**src/design/pic_defs.svh**
```systemverilog
// Constants for the priority interrupt controller: offsets, fields, resets, vectors
`ifndef PIC_DEFS_SVH
`define PIC_DEFS_SVH

`define PIC_OPT_ADDR 8'hC8
`define PIC_STAT_ADDR 8'hD0
`define PIC_FLAG_ADDR 8'hD4
`define PIC_ADDR_MASK 8'hFC

`define PIC_LES_BIT 6
`define PIC_ESB_BIT 5
`define PIC_GEN_BIT 4
`define PIC_OPT_RST 3'h0

`define PIC_VEC_S0 12'hFFC
`define PIC_VEC_S1 12'hFF6
`define PIC_VEC_S2 12'hFF4
`define PIC_VEC_S3 12'hFF2
`define PIC_VEC_S4 12'hFF0

`define PIC_PIN_IDLE 3'h7

`endif

```
**src/design/pic_pkg.sv**
```systemverilog
// Types shared by the priority interrupt controller modules
package pic_pkg;

    typedef enum logic [2:0] {
        PIC_MODE_NORM = 3'b001,
        PIC_MODE_IRQ = 3'b010,
        PIC_MODE_NMI = 3'b100
    } pic_mode_e;

    typedef enum logic [4:0] {
        PIC_ST_IDLE = 5'b00001,
        PIC_ST_SWAP = 5'b00010,
        PIC_ST_PUSH = 5'b00100,
        PIC_ST_CLR = 5'b01000,
        PIC_ST_LOAD = 5'b10000
    } pic_step_e;

    typedef struct packed {
        logic src1_level_select;
        logic src2_polarity_select;
        logic global_irq_enable;
    } pic_opt_s;

    typedef struct packed {
        logic inst_end;
        logic return_from_handler_op;
        logic sleep;
        logic ldi_clr;
        logic flag_we;
        logic carry;
        logic zero;
    } pic_core_in_s;

    typedef struct packed {
        logic take;
        logic push_pc;
        logic pop_pc;
        logic flag_swap;
        logic wake;
        logic carry;
        logic zero;
        pic_mode_e mode;
        logic [11:0] vector;
    } pic_core_out_s;

endpackage

```
**src/design/pic_edge_latch.sv**
```systemverilog
// Edge detector with a single request latch, first edge kept
module pic_edge_latch (
    // Clock and reset
    input wire logic clk_i,
    input wire logic rst_i,
    // Line and control
    input wire logic lvl_i,
    input wire logic rise_i,
    input wire logic arm_i,
    input wire logic clr_i,
    // Request
    output logic req_o
);
    import pic_pkg::*;

    typedef struct packed {
        logic prev;
        logic req;
    } pic_lat_s;

    pic_lat_s r, r_nxt;
    logic edge_seen;

    always_comb begin
        edge_seen = rise_i ? (lvl_i & ~r.prev) : (~lvl_i & r.prev);
        r_nxt = r;
        r_nxt.prev = lvl_i;
        // Set wins over clear; later edges fold into a set latch
        r_nxt.req = (edge_seen & arm_i) | (r.req & ~clr_i);
    end

    always_ff @(posedge clk_i) begin
        if (rst_i) begin
            r <= '{prev: 1'b1, req: 1'b0};
        end else begin
            r <= r_nxt;
        end
    end

    assign req_o = r.req;
endmodule

```
**src/design/pic_flag_bank.sv**
```systemverilog
// Three carry/zero flag pairs, one per operating mode
module pic_flag_bank (
    // Clock and reset
    input wire logic clk_i,
    input wire logic rst_i,
    // Pair select and write
    input wire pic_pkg::pic_mode_e sel_i,
    input wire logic we_i,
    input wire logic carry_i,
    input wire logic zero_i,
    // Pairs, {nmi, irq, normal}, carry above zero
    output logic [5:0] pairs_o
);
    import pic_pkg::*;

    typedef struct packed {
        logic [5:0] pairs;
    } pic_fb_s;

    pic_fb_s r, r_nxt;

    always_comb begin
        r_nxt = r;
        for (int i = 0; i < 3; i++) begin
            if (we_i && sel_i[i]) begin
                r_nxt.pairs[2*i +: 2] = {carry_i, zero_i};
            end
        end
    end

    always_ff @(posedge clk_i) begin
        if (rst_i) begin
            r <= '0;
        end else begin
            r <= r_nxt;
        end
    end

    assign pairs_o = r.pairs;
endmodule

```
**src/design/pic_top.sv**
```systemverilog
// Priority interrupt controller: sources, option register, entry/return sequencing
// Contract
// - Four maskable sources plus top-priority non-maskable
// - Fixed vector address per source
// - Accepted request loads its vector into PC
// - ORed events stay readable per source
// - Non-maskable preempts; maskable never nests
// - Maskable order fixed, source 1 first
// - Global enable gates all maskable sources
// - Global enable off blocks every wake-up
// - Non-maskable latch cleared at routine start
// - Source 1 level or falling edge
// - Source 2 edge, polarity selectable
// - Sources 3 and 4 level only
// - Edge latch holds until routine starts
// - Only first edge kept while busy
// - Lines sampled at each instruction end
// - Three flag pairs switched automatically
// - Swap, push, inhibit, clear, load in order
// - Return restores flags and pops PC
// - Clear-load defect keeps normal flags
// - Option register write-only, resets to zero
// - Option bits six, five, four used
//
// The implementer's own choices: the register offsets and register access over Wishbone.
`include "pic_defs.svh"

module pic_top (
    // Clock and reset
    input wire logic clk_i,
    input wire logic rst_i,
    // Wishbone slave
    input wire logic wb_cyc_i,
    input wire logic wb_stb_i,
    input wire logic wb_we_i,
    input wire logic [7:0] wb_adr_i,
    input wire logic [3:0] wb_sel_i,
    input wire logic [31:0] wb_dat_i,
    output logic [31:0] wb_dat_o,
    output logic wb_ack_o,
    // Request pins, active low except source 2 when its polarity bit selects rising edges
    input wire logic nmi_pin_i,
    input wire logic src1_pin_i,
    input wire logic src2_pin_i,
    // Peripheral events, active high
    input wire logic [2:0] src3_evt_i,
    input wire logic [1:0] src4_evt_i,
    // Processor core
    input wire pic_pkg::pic_core_in_s core_i,
    output pic_pkg::pic_core_out_s core_o
);
    import pic_pkg::*;

    typedef struct packed {
        logic [2:0] s1;
        logic [2:0] s2;
        pic_opt_s opt;
        pic_mode_e mode;
        pic_mode_e fsel;
        pic_mode_e nmi_prev;
        pic_mode_e nmi_prev_fsel;
        pic_step_e step;
        logic [2:0] src;
        logic [2:0] ev3;
        logic [1:0] ev4;
        logic ack;
        logic [31:0] rdat;
        pic_core_out_s cout;
    } pic_top_s;

    localparam pic_top_s PIC_RST = '{
        s1: `PIC_PIN_IDLE,
        s2: `PIC_PIN_IDLE,
        opt: `PIC_OPT_RST,
        mode: PIC_MODE_NORM,
        fsel: PIC_MODE_NORM,
        nmi_prev: PIC_MODE_NORM,
        nmi_prev_fsel: PIC_MODE_NORM,
        step: PIC_ST_IDLE,
        src: 3'h0,
        ev3: 3'h0,
        ev4: 2'h0,
        ack: 1'b0,
        rdat: 32'h0,
        cout: '{
            take: 1'b0,
            push_pc: 1'b0,
            pop_pc: 1'b0,
            flag_swap: 1'b0,
            wake: 1'b0,
            carry: 1'b0,
            zero: 1'b0,
            mode: PIC_MODE_NORM,
            vector: 12'h000
        }
    };

    pic_top_s r, r_nxt;

    logic [2:0] lat;
    logic [2:0] rise_v;
    logic [2:0] arm_v;
    logic [2:0] clr_v;
    logic [3:0] mreq;
    logic [5:0] pairs;
    logic hit;
    logic boundary;
    logic awake_ok;

    // Highest maskable source pending, 1 first and 4 last
    function automatic logic [2:0] first_src(input logic [3:0] req);
        logic [2:0] s;
        s = 3'h0;
        for (int i = 3; i >= 0; i--) begin
            if (req[i]) begin
                s = 3'(i + 1);
            end
        end
        return s;
    endfunction

    // Vector start address for a source
    function automatic logic [11:0] vec_of(input logic [2:0] s);
        logic [11:0] v;
        unique case (s)
            3'h0: v = `PIC_VEC_S0;
            3'h1: v = `PIC_VEC_S1;
            3'h2: v = `PIC_VEC_S2;
            3'h3: v = `PIC_VEC_S3;
            default: v = `PIC_VEC_S4;
        endcase
        return v;
    endfunction

    // Carry/zero of the pair chosen by a mode
    function automatic logic [1:0] pair_of(input pic_mode_e m, input logic [5:0] p);
        logic [1:0] f;
        f = p[1:0];
        if (m[1]) begin
            f = p[3:2];
        end
        if (m[2]) begin
            f = p[5:4];
        end
        return f;
    endfunction

    // Register decode of a bus address, low two bits ignored
    function automatic logic [1:0] reg_of(input logic [7:0] a);
        logic [1:0] k;
        k = 2'h0;
        if ((a & `PIC_ADDR_MASK) == `PIC_OPT_ADDR) begin
            k = 2'h1;
        end
        if ((a & `PIC_ADDR_MASK) == `PIC_STAT_ADDR) begin
            k = 2'h2;
        end
        if ((a & `PIC_ADDR_MASK) == `PIC_FLAG_ADDR) begin
            k = 2'h3;
        end
        return k;
    endfunction

    // Routine mode that a source enters
    function automatic pic_mode_e mode_of(input logic [2:0] s);
        pic_mode_e m;
        m = PIC_MODE_IRQ;
        if (s == 3'h0) begin
            m = PIC_MODE_NMI;
        end
        return m;
    endfunction

    // Status word: pins, events, sources 4 and 3 pending, latches, mode
    function automatic logic [31:0] stat_word(input pic_top_s s, input logic [3:0] m, input logic [2:0] l);
        logic [31:0] w;
        w = {
            16'h0,
            s.s2,
            s.ev4,
            s.ev3,
            m[3],
            m[2],
            l,
            s.mode
        };
        return w;
    endfunction

    // Line 0 falling, line 1 falling unless level, line 2 by polarity
    assign rise_v = {r.opt.src2_polarity_select, 2'b00};
    assign arm_v = {1'b1, ~r.opt.src1_level_select, 1'b1};

    genvar gi;
    generate
        for (gi = 0; gi < 3; gi++) begin : g_lat
            assign clr_v[gi] = (r.step == PIC_ST_CLR) && (r.src == 3'(gi));
            pic_edge_latch u_lat (
                .clk_i(clk_i),
                .rst_i(rst_i),
                .lvl_i(r.s2[gi]),
                .rise_i(rise_v[gi]),
                .arm_i(arm_v[gi]),
                .clr_i(clr_v[gi]),
                .req_o(lat[gi])
            );
        end
    endgenerate

    pic_flag_bank u_flags (
        .clk_i(clk_i),
        .rst_i(rst_i),
        .sel_i(r.fsel),
        .we_i(core_i.flag_we),
        .carry_i(core_i.carry),
        .zero_i(core_i.zero),
        .pairs_o(pairs)
    );

    // Maskable requests, ORed events; level lines keep no memory
    assign mreq = {
        |src4_evt_i,
        |src3_evt_i,
        lat[2],
        r.opt.src1_level_select ? ~r.s2[1] : lat[1]
    };

    assign hit = wb_cyc_i & wb_stb_i & ~r.ack;
    assign boundary = core_i.inst_end | core_i.sleep;
    assign awake_ok = ~core_i.sleep | r.opt.global_irq_enable;

    always_comb begin
        r_nxt = r;
        r_nxt.s1 = {src2_pin_i, src1_pin_i, nmi_pin_i};
        r_nxt.s2 = r.s1;
        r_nxt.ev3 = src3_evt_i;
        r_nxt.ev4 = src4_evt_i;
        r_nxt.cout.take = 1'b0;
        r_nxt.cout.push_pc = 1'b0;
        r_nxt.cout.pop_pc = 1'b0;
        r_nxt.cout.flag_swap = 1'b0;

        // Bus slave, one wait state, unmapped reads zero
        r_nxt.ack = hit;
        if (hit) begin
            r_nxt.rdat = 32'h0;
            if (wb_we_i) begin
                if ((reg_of(wb_adr_i) == 2'h1) && wb_sel_i[0]) begin
                    r_nxt.opt.src1_level_select = wb_dat_i[`PIC_LES_BIT];
                    r_nxt.opt.src2_polarity_select = wb_dat_i[`PIC_ESB_BIT];
                    r_nxt.opt.global_irq_enable = wb_dat_i[`PIC_GEN_BIT];
                end
            end else begin
                unique case (reg_of(wb_adr_i))
                    2'h2: r_nxt.rdat = stat_word(r, mreq, lat);
                    2'h3: r_nxt.rdat = {26'h0, pairs};
                    default: r_nxt.rdat = 32'h0;
                endcase
            end
        end

        // Wake only while global enable is set, even for non-maskable
        r_nxt.cout.wake = core_i.sleep & r.opt.global_irq_enable & (lat[0] | (|mreq));

        unique case (r.step)
            PIC_ST_IDLE: begin
                if (core_i.return_from_handler_op && r.mode != PIC_MODE_NORM) begin
                    r_nxt.cout.pop_pc = 1'b1;
                    if (r.mode == PIC_MODE_NMI) begin
                        r_nxt.mode = r.nmi_prev;
                        r_nxt.fsel = r.nmi_prev_fsel;
                    end else begin
                        r_nxt.mode = PIC_MODE_NORM;
                        r_nxt.fsel = PIC_MODE_NORM;
                    end
                end else if (boundary && awake_ok) begin
                    if (lat[0] && r.mode != PIC_MODE_NMI) begin
                        r_nxt.src = 3'h0;
                        r_nxt.step = PIC_ST_SWAP;
                    end else if (r.opt.global_irq_enable && r.mode == PIC_MODE_NORM && (|mreq)) begin
                        r_nxt.src = first_src(mreq);
                        r_nxt.step = PIC_ST_SWAP;
                    end
                end
            end
            PIC_ST_SWAP: begin
                r_nxt.cout.flag_swap = 1'b1;
                if (mode_of(r.src) == PIC_MODE_NMI) begin
                    r_nxt.nmi_prev = r.mode;
                    r_nxt.nmi_prev_fsel = r.fsel;
                    r_nxt.fsel = PIC_MODE_NMI;
                end else if (!core_i.ldi_clr) begin
                    r_nxt.fsel = PIC_MODE_IRQ;
                end
                r_nxt.step = PIC_ST_PUSH;
            end
            PIC_ST_PUSH: begin
                r_nxt.cout.push_pc = 1'b1;
                r_nxt.step = PIC_ST_CLR;
            end
            PIC_ST_CLR: begin
                // Inhibit maskable lines, non-maskable stays live unless entering the non-maskable routine
                r_nxt.mode = mode_of(r.src);
                r_nxt.step = PIC_ST_LOAD;
            end
            PIC_ST_LOAD: begin
                r_nxt.cout.take = 1'b1;
                r_nxt.cout.vector = vec_of(r.src);
                r_nxt.step = PIC_ST_IDLE;
            end
            default: begin
                r_nxt.step = PIC_ST_IDLE;
            end
        endcase

        r_nxt.cout.mode = r_nxt.mode;
        {r_nxt.cout.carry, r_nxt.cout.zero} = pair_of(r_nxt.fsel, pairs);
    end

    always_ff @(posedge clk_i) begin
        if (rst_i) begin
            r <= PIC_RST;
        end else begin
            r <= r_nxt;
        end
    end

    assign wb_dat_o = r.rdat;
    assign wb_ack_o = r.ack;
    assign core_o = r.cout;
endmodule

```
**config.mk**
```make
export PLATFORM = sky130hd
export DESIGN_NAME = pic_top
export DESIGN_NICKNAME = d
export VERILOG_FILES = /design/src/design/pic_pkg.sv /design/src/design/pic_edge_latch.sv /design/src/design/pic_flag_bank.sv /design/src/design/pic_top.sv
export VERILOG_INCLUDE_DIRS = /design/src /design/src/design
export SDC_FILE = /design/constraint.sdc
export NUM_CORES = 1
export LEC_CHECK = 0
export BUFFER_PORTS_ARGS = -buffer_cell sky130_fd_sc_hd__clkbuf_2
export CORE_ASPECT_RATIO = 1.5
export CORE_UTILIZATION = 53
export DETAILED_ROUTE_END_ITERATION = 10
export PLACE_DENSITY = 0.84
export SYNTH_ARGS = -nofsm -noshare
export SYNTH_HDL_FRONTEND = slang
export SYNTH_SLANG_ARGS = --single-unit
```
**constraint.sdc**
```tcl
create_clock -name clk_i -period 4.6 [get_ports clk_i]
set_input_delay 0.92 -clock clk_i [delete_from_list [all_inputs] [get_ports clk_i]]
set_output_delay 0.92 -clock clk_i [all_outputs]
set_load 0.05 [all_outputs]
```
Word level (Yosys, flattened, before mapping)
Cells that the tools add are included.

word-level totals
  bits in registers = 98
  bits of input ports = 64
  output and inout bits = 55
  word-level logic and storage cells = 148

operators by class
  eq/ne operators = 24
  multiplexer cells = 35
  bitwise logic cells = 30
  reduce and logical (&&, ||, !) cells = 26

operators by type and width
  cell                                                  number
  2-to-1 mux 32 bit                                     1
  2-to-1 mux 8 bit                                      4
  one-hot mux 16 bit (2 select lines)                   1
  2-to-1 mux 3 bit                                      8
  one-hot mux 5 bit (4 select lines)                    1
  equality test 6 bit (second input constant)           3
  2-to-1 mux 2 bit                                      8
  one-hot mux 4 bit (4 select lines)                    1
  AND 1 bit                                             12
  logical AND 1 bit                                     12
  2-to-1 mux 6 bit                                      2
  inverter 1 bit                                        12
  one-hot mux 3 bit (2 select lines)                    2
  != test 3 bit (second input constant)                 3
  AND reduction 3 bit                                   3
  2-to-1 mux 1 bit                                      7
  OR reduction 7 bit                                    1
  equality test 3 x 1 -> 1 bit (second input constant)  2
  equality test 3 x 2 -> 1 bit (second input constant)  2
  equality test 3 bit (second input constant)           2
  != test 2 bit (second input constant)                 3
  bitwise OR 1 bit                                      6
  nonzero test 2 bit                                    3
  equality test 5 x 1 -> 1 bit (second input constant)  1
  other kinds (12)                                      15

Longest topological paths before layout
  depth after elaboration = 10
  gate-level depth with buffers = 6
  gate-level depth less buffers = 5

Modules after synthesis
From an unflattened synthesis, not the netlist that was laid out.

unflattened totals
  cells, all modules = 360
  area, all modules = 3427.0 um^2

by module, submodules not included
  module          instances  cells each  area an instance (um^2)  seq. area each (um^2)
  pic_top         1          316         2919.0                   1241.2
  pic_flag_bank   1          23          256.5                    120.1
  pic_edge_latch  3          7           83.8                     40.0

Worst setup path after synthesis
No wires, ideal clock.

  kind = input -> register
  start point = input wb_we_i
  end point = register r (netlist bit wb_dat_o[7])
  setup time = 0.071 ns
  arrival time = 2.184 ns
  data required time = 4.529 ns
  path slack = 2.344 ns
  stages on the path = 6
  path buffers = 1
  cell sequence = or3b_2 -> nor4_4 -> nor2b_1 -> buf_2 -> o21ai_0 -> a21oi_1

on the way
  longest elaborated chain between the ends = 1

ends and longest elaborated chain
  item                  RTL line        RTL
  start, declared       pic_top.sv:35   input wire logic wb_we_i,
  2-to-1 mux 32 bit     pic_top.sv:247  if (wb_we_i) begin
  end signal, assigned  pic_top.sv:324  r <= r_nxt;
  end, declared         pic_top.sv:98   pic_top_s r, r_nxt;

Every way passes these cells.
A chain may end at the register's enable or synchronous reset.

Worst setup path in the final report
Same ends and word-level chain as after synthesis.

==> results.json <==
{
  "postCtsHoldBufs": 0,
  "p_leak_nw": 1.575,
  "syn_avg_cell_area_sq_um": 8.984,
  "finalHoldViolCount": 0,
  "p_clk_share_pct": 42.1,
  "grt_pass1_wl_um": 11160,
  "synthArstFlopShare_pct": 0,
  "end_kind": "flop",
  "initial_utilization_pct": 54.51,
  "worst_pin_slew_ns": 0.9242,
  "startpoint": "wb_we_i",
  "critical_path.max_fanout": 10,
  "p_per_area_nw_per_um2": 361.2,
  "diodes": 0,
  "power.share.switching_pct": 24.39,
  "whs_ns": 0.4133,
  "synth-simple-area-share_pct": 20.85,
  "yosys.area.top_type": "dfxtp_1",
  "ir_worst_vdd_v": 0.0001664,
  "cts_num_sinks": 74,
  "setup_viol": 0,
  "start_kind": "input pin",
  "gp_congestion": 0.8934,
  "ant_nets": 0,
  "detailroute.via_count": 2623,
  "n_fill_cell": 531,
  "synth_area_leaders": "dfxtp_1 (44%), buf_4 (12%), nor2_1 (5.4%), a22oi_1 (3.1%), mux2i_1 (2.7%)",
  "h-tree-depth": 3,
  "synth_cell_type_count": 57,
  "fin_worst_skew_ns": 0.006674,
  "synthMuxAreaShare_pct": 4.043,
  "rows": 35,
  "arrival_ns": 2.81,
  "finalCriticalPeriod_ns": 2.546,
  "nets": 464,
  "yosys-top-cells-count": "dfxtp_1 (74), buf_4 (54), nor2_1 (48)",
  "grt_use_met2_pct": 38.77,
  "synth_top_family_by_area": "simple AND/OR/NAND/NOR gates",
  "ys_warn_count": 0,
  "port_buffers": 67,
  "dp_cells": 463,
  "synth_most_common_cell": "dfxtp_1",
  "synth.cell_area_sq_um": 3342,
  "antenna_found_initial": 0,
  "synth-xor-area-share_pct": 0.2621,
  "critPathKind": "in2reg",
  "relSlewSlack_pct": 38.39,
  "numCtsBuffers": 9,
  "fin_setup_tns_ns": 0,
  "intPower_w": 0.0009821,
  "gr-usage-all-layers_pct": 22.46,
  "die_w_um": 66.84,
  "synth_adder_area_share_pct": 0,
  "die_area_sq_um": 6634,
  "root_buffer": "clkbuf_8",
  "fin_crit_sh_pct": 55.35,
  "fin_cells": 479,
  "use_met3_pct": 4.817,
  "via_per_inst": 5.476,
  "pwr-share-seq_pct": 50.5,
  "die-height_um": 99.26,
  "cts_tree": "done",
  "grt_use_met1_pct": 25.00,
  "run_status": "finished, final reports clean",
  "crit-reg2reg-launch": "wb_ack_o",
  "drt_iter0_drc": 166,
  "wire_per_inst_um": 14.31,
  "core_area_sq_um": 6131,
  "synth-seq-area-share_pct": 44.33,
  "drc": 0,
  "synth_edf_count": 0,
  "drive_gt1_share_pct": 27.41,
  "cts.clk_slew.worst_paths_ns": 0.08,
  "synth_compound_area_share_pct": 15.20,
  "cp.required_ns": 4.87,
  "synth-main-ff-cell": "dfxtp_1",
  "finalPower_w": 0.001299,
  "insertion_delay_ns": 0.35,
  "busiest_layer": "met2",
  "ios": 119,
  "clk_path_buf_depth": 2,
  "rsz0062_at_grt": "no",
  "power.share.combinational_pct": 7.4,
  "fmax_mhz": 392.8,
  "synth_seq_cells": 74,
  "seq_area_sq_um": 1481,
  "dr.pass1.iters": 5,
  "drt_wl_total_um": 6853,
  "synth_top_area_share_pct": 44.33,
  "maxSlewViolCount": 0,
  "syn_to_final_growth_pct": 7.600,
  "netlist_instances": 372,
  "max-cap-violations": 0,
  "switching_power_w": 0.0003168,
  "worstHoldStart": "r[87]",
  "overflow": 0,
  "holdCritPathClass": "reg2reg",
  "cts_resized": 0,
  "grt_pass1_vias": 2412,
  "grt_max_degree": 51,
  "multi_input_comb_area_sq_um": 1413,
  "fin_util_pct": 58.65,
  "dp_hpwl_um": 4986,
  "cts_setup_buffers": 0
}
==> layout make-up <==
| cell class | count | area share (%) |
|---|---|---|
| multi-input combinational | 235 | 39.28 |
| clock buffer | 10 | 3.549 |
| timing repair buffer | 69 | 9.743 |
| tap | 74 | 2.575 |
| clock inverter | 6 | 2.505 |
| sequential | 74 | 41.20 |
| inverter | 11 | 1.148 |
==> state kept, by name, indices dropped and copies added, names as in the netlist <==
signal and count:
r 31, u_flags.pairs_o 6, core_o 14, wb_ack_o 1, g_lat.u_lat.r 3, g_lat.u_lat.req_o 3
wb_dat_o 16
==> cells by family (layout without fill, tap and decap cells) <==
logic type / Yosys count / count (layout)
AO/OA/AOI/OAI: 71 / 71
XOR/XNOR: 1 / 1
buffers and inverters: 79 / 96
flip-flops: 74 / 74
multiplexers: 13 / 13
other: 1 / 17
AND/OR/NAND/NOR: 133 / 133
==> critical path, stage by stage <==
cell and delay [ns]:
clkbuf_2 0.08, or3b_2 0.49, nor4_4 0.33, nor2b_1 0.64, o21ai_0 0.19, a21oi_1 0.16
==> per-layer routing <==
layer	part of all wire [%]	up-vias
met5	0	-
met4	3.0	0
met3	6.2	18
met2	51	117
met1	40	1213
li1	-	1275
==> layout by cell type, fill, tap and decap left out, types with 10 or more instances in the layout <==
| cell | count |
|---|---|
| nor2_1 | 48 |
| conb_1 | 17 |
| a21oi_1 | 17 |
| inv_1 | 11 |
| a22oi_1 | 14 |
| or2_2 | 10 |
| nand3_1 | 10 |
| dfxtp_1 | 74 |
| clkbuf_2 | 67 |
| nand2_1 | 19 |
==> metrics by stage <==
step	setup slack, ns	cell area (sq um)
6_report	2.054	3596
5_1_grt	1.914	3596
4_1_cts	2.027	3596
3_5_place_dp	1.653	3378
3_3_place_gp	1.763	3378
2_1_floorplan	2.344	3402
==> worst paths after layout <==
kind / slack, ns / cells past startpoint / endpoint
min: 0.41 / 1 / r[84]
min reg2reg: 0.41 / 1 / r[84]
max reg2reg: 2.41 / 6 / wb_dat_o[7]
max: 2.05 / 6 / wb_dat_o[7]
==> power groups by stage <==
| stage | logic, W | registers (W) | clock network [W] |
|---|---|---|---|
| 2_1_floorplan | 0.0000817 | 0.000670 | 0 |
| 3_3_place_gp | 0.0000926 | 0.000671 | 0 |
| 3_5_place_dp | 0.0000949 | 0.000671 | 0 |
| 4_1_cts | 0.0000957 | 0.000656 | 0.000554 |
| 5_1_grt | 0.000104 | 0.000657 | 0.000585 |
| 6_report | 0.0000960 | 0.000656 | 0.000547 |
(Power assumes the default switching activity.)
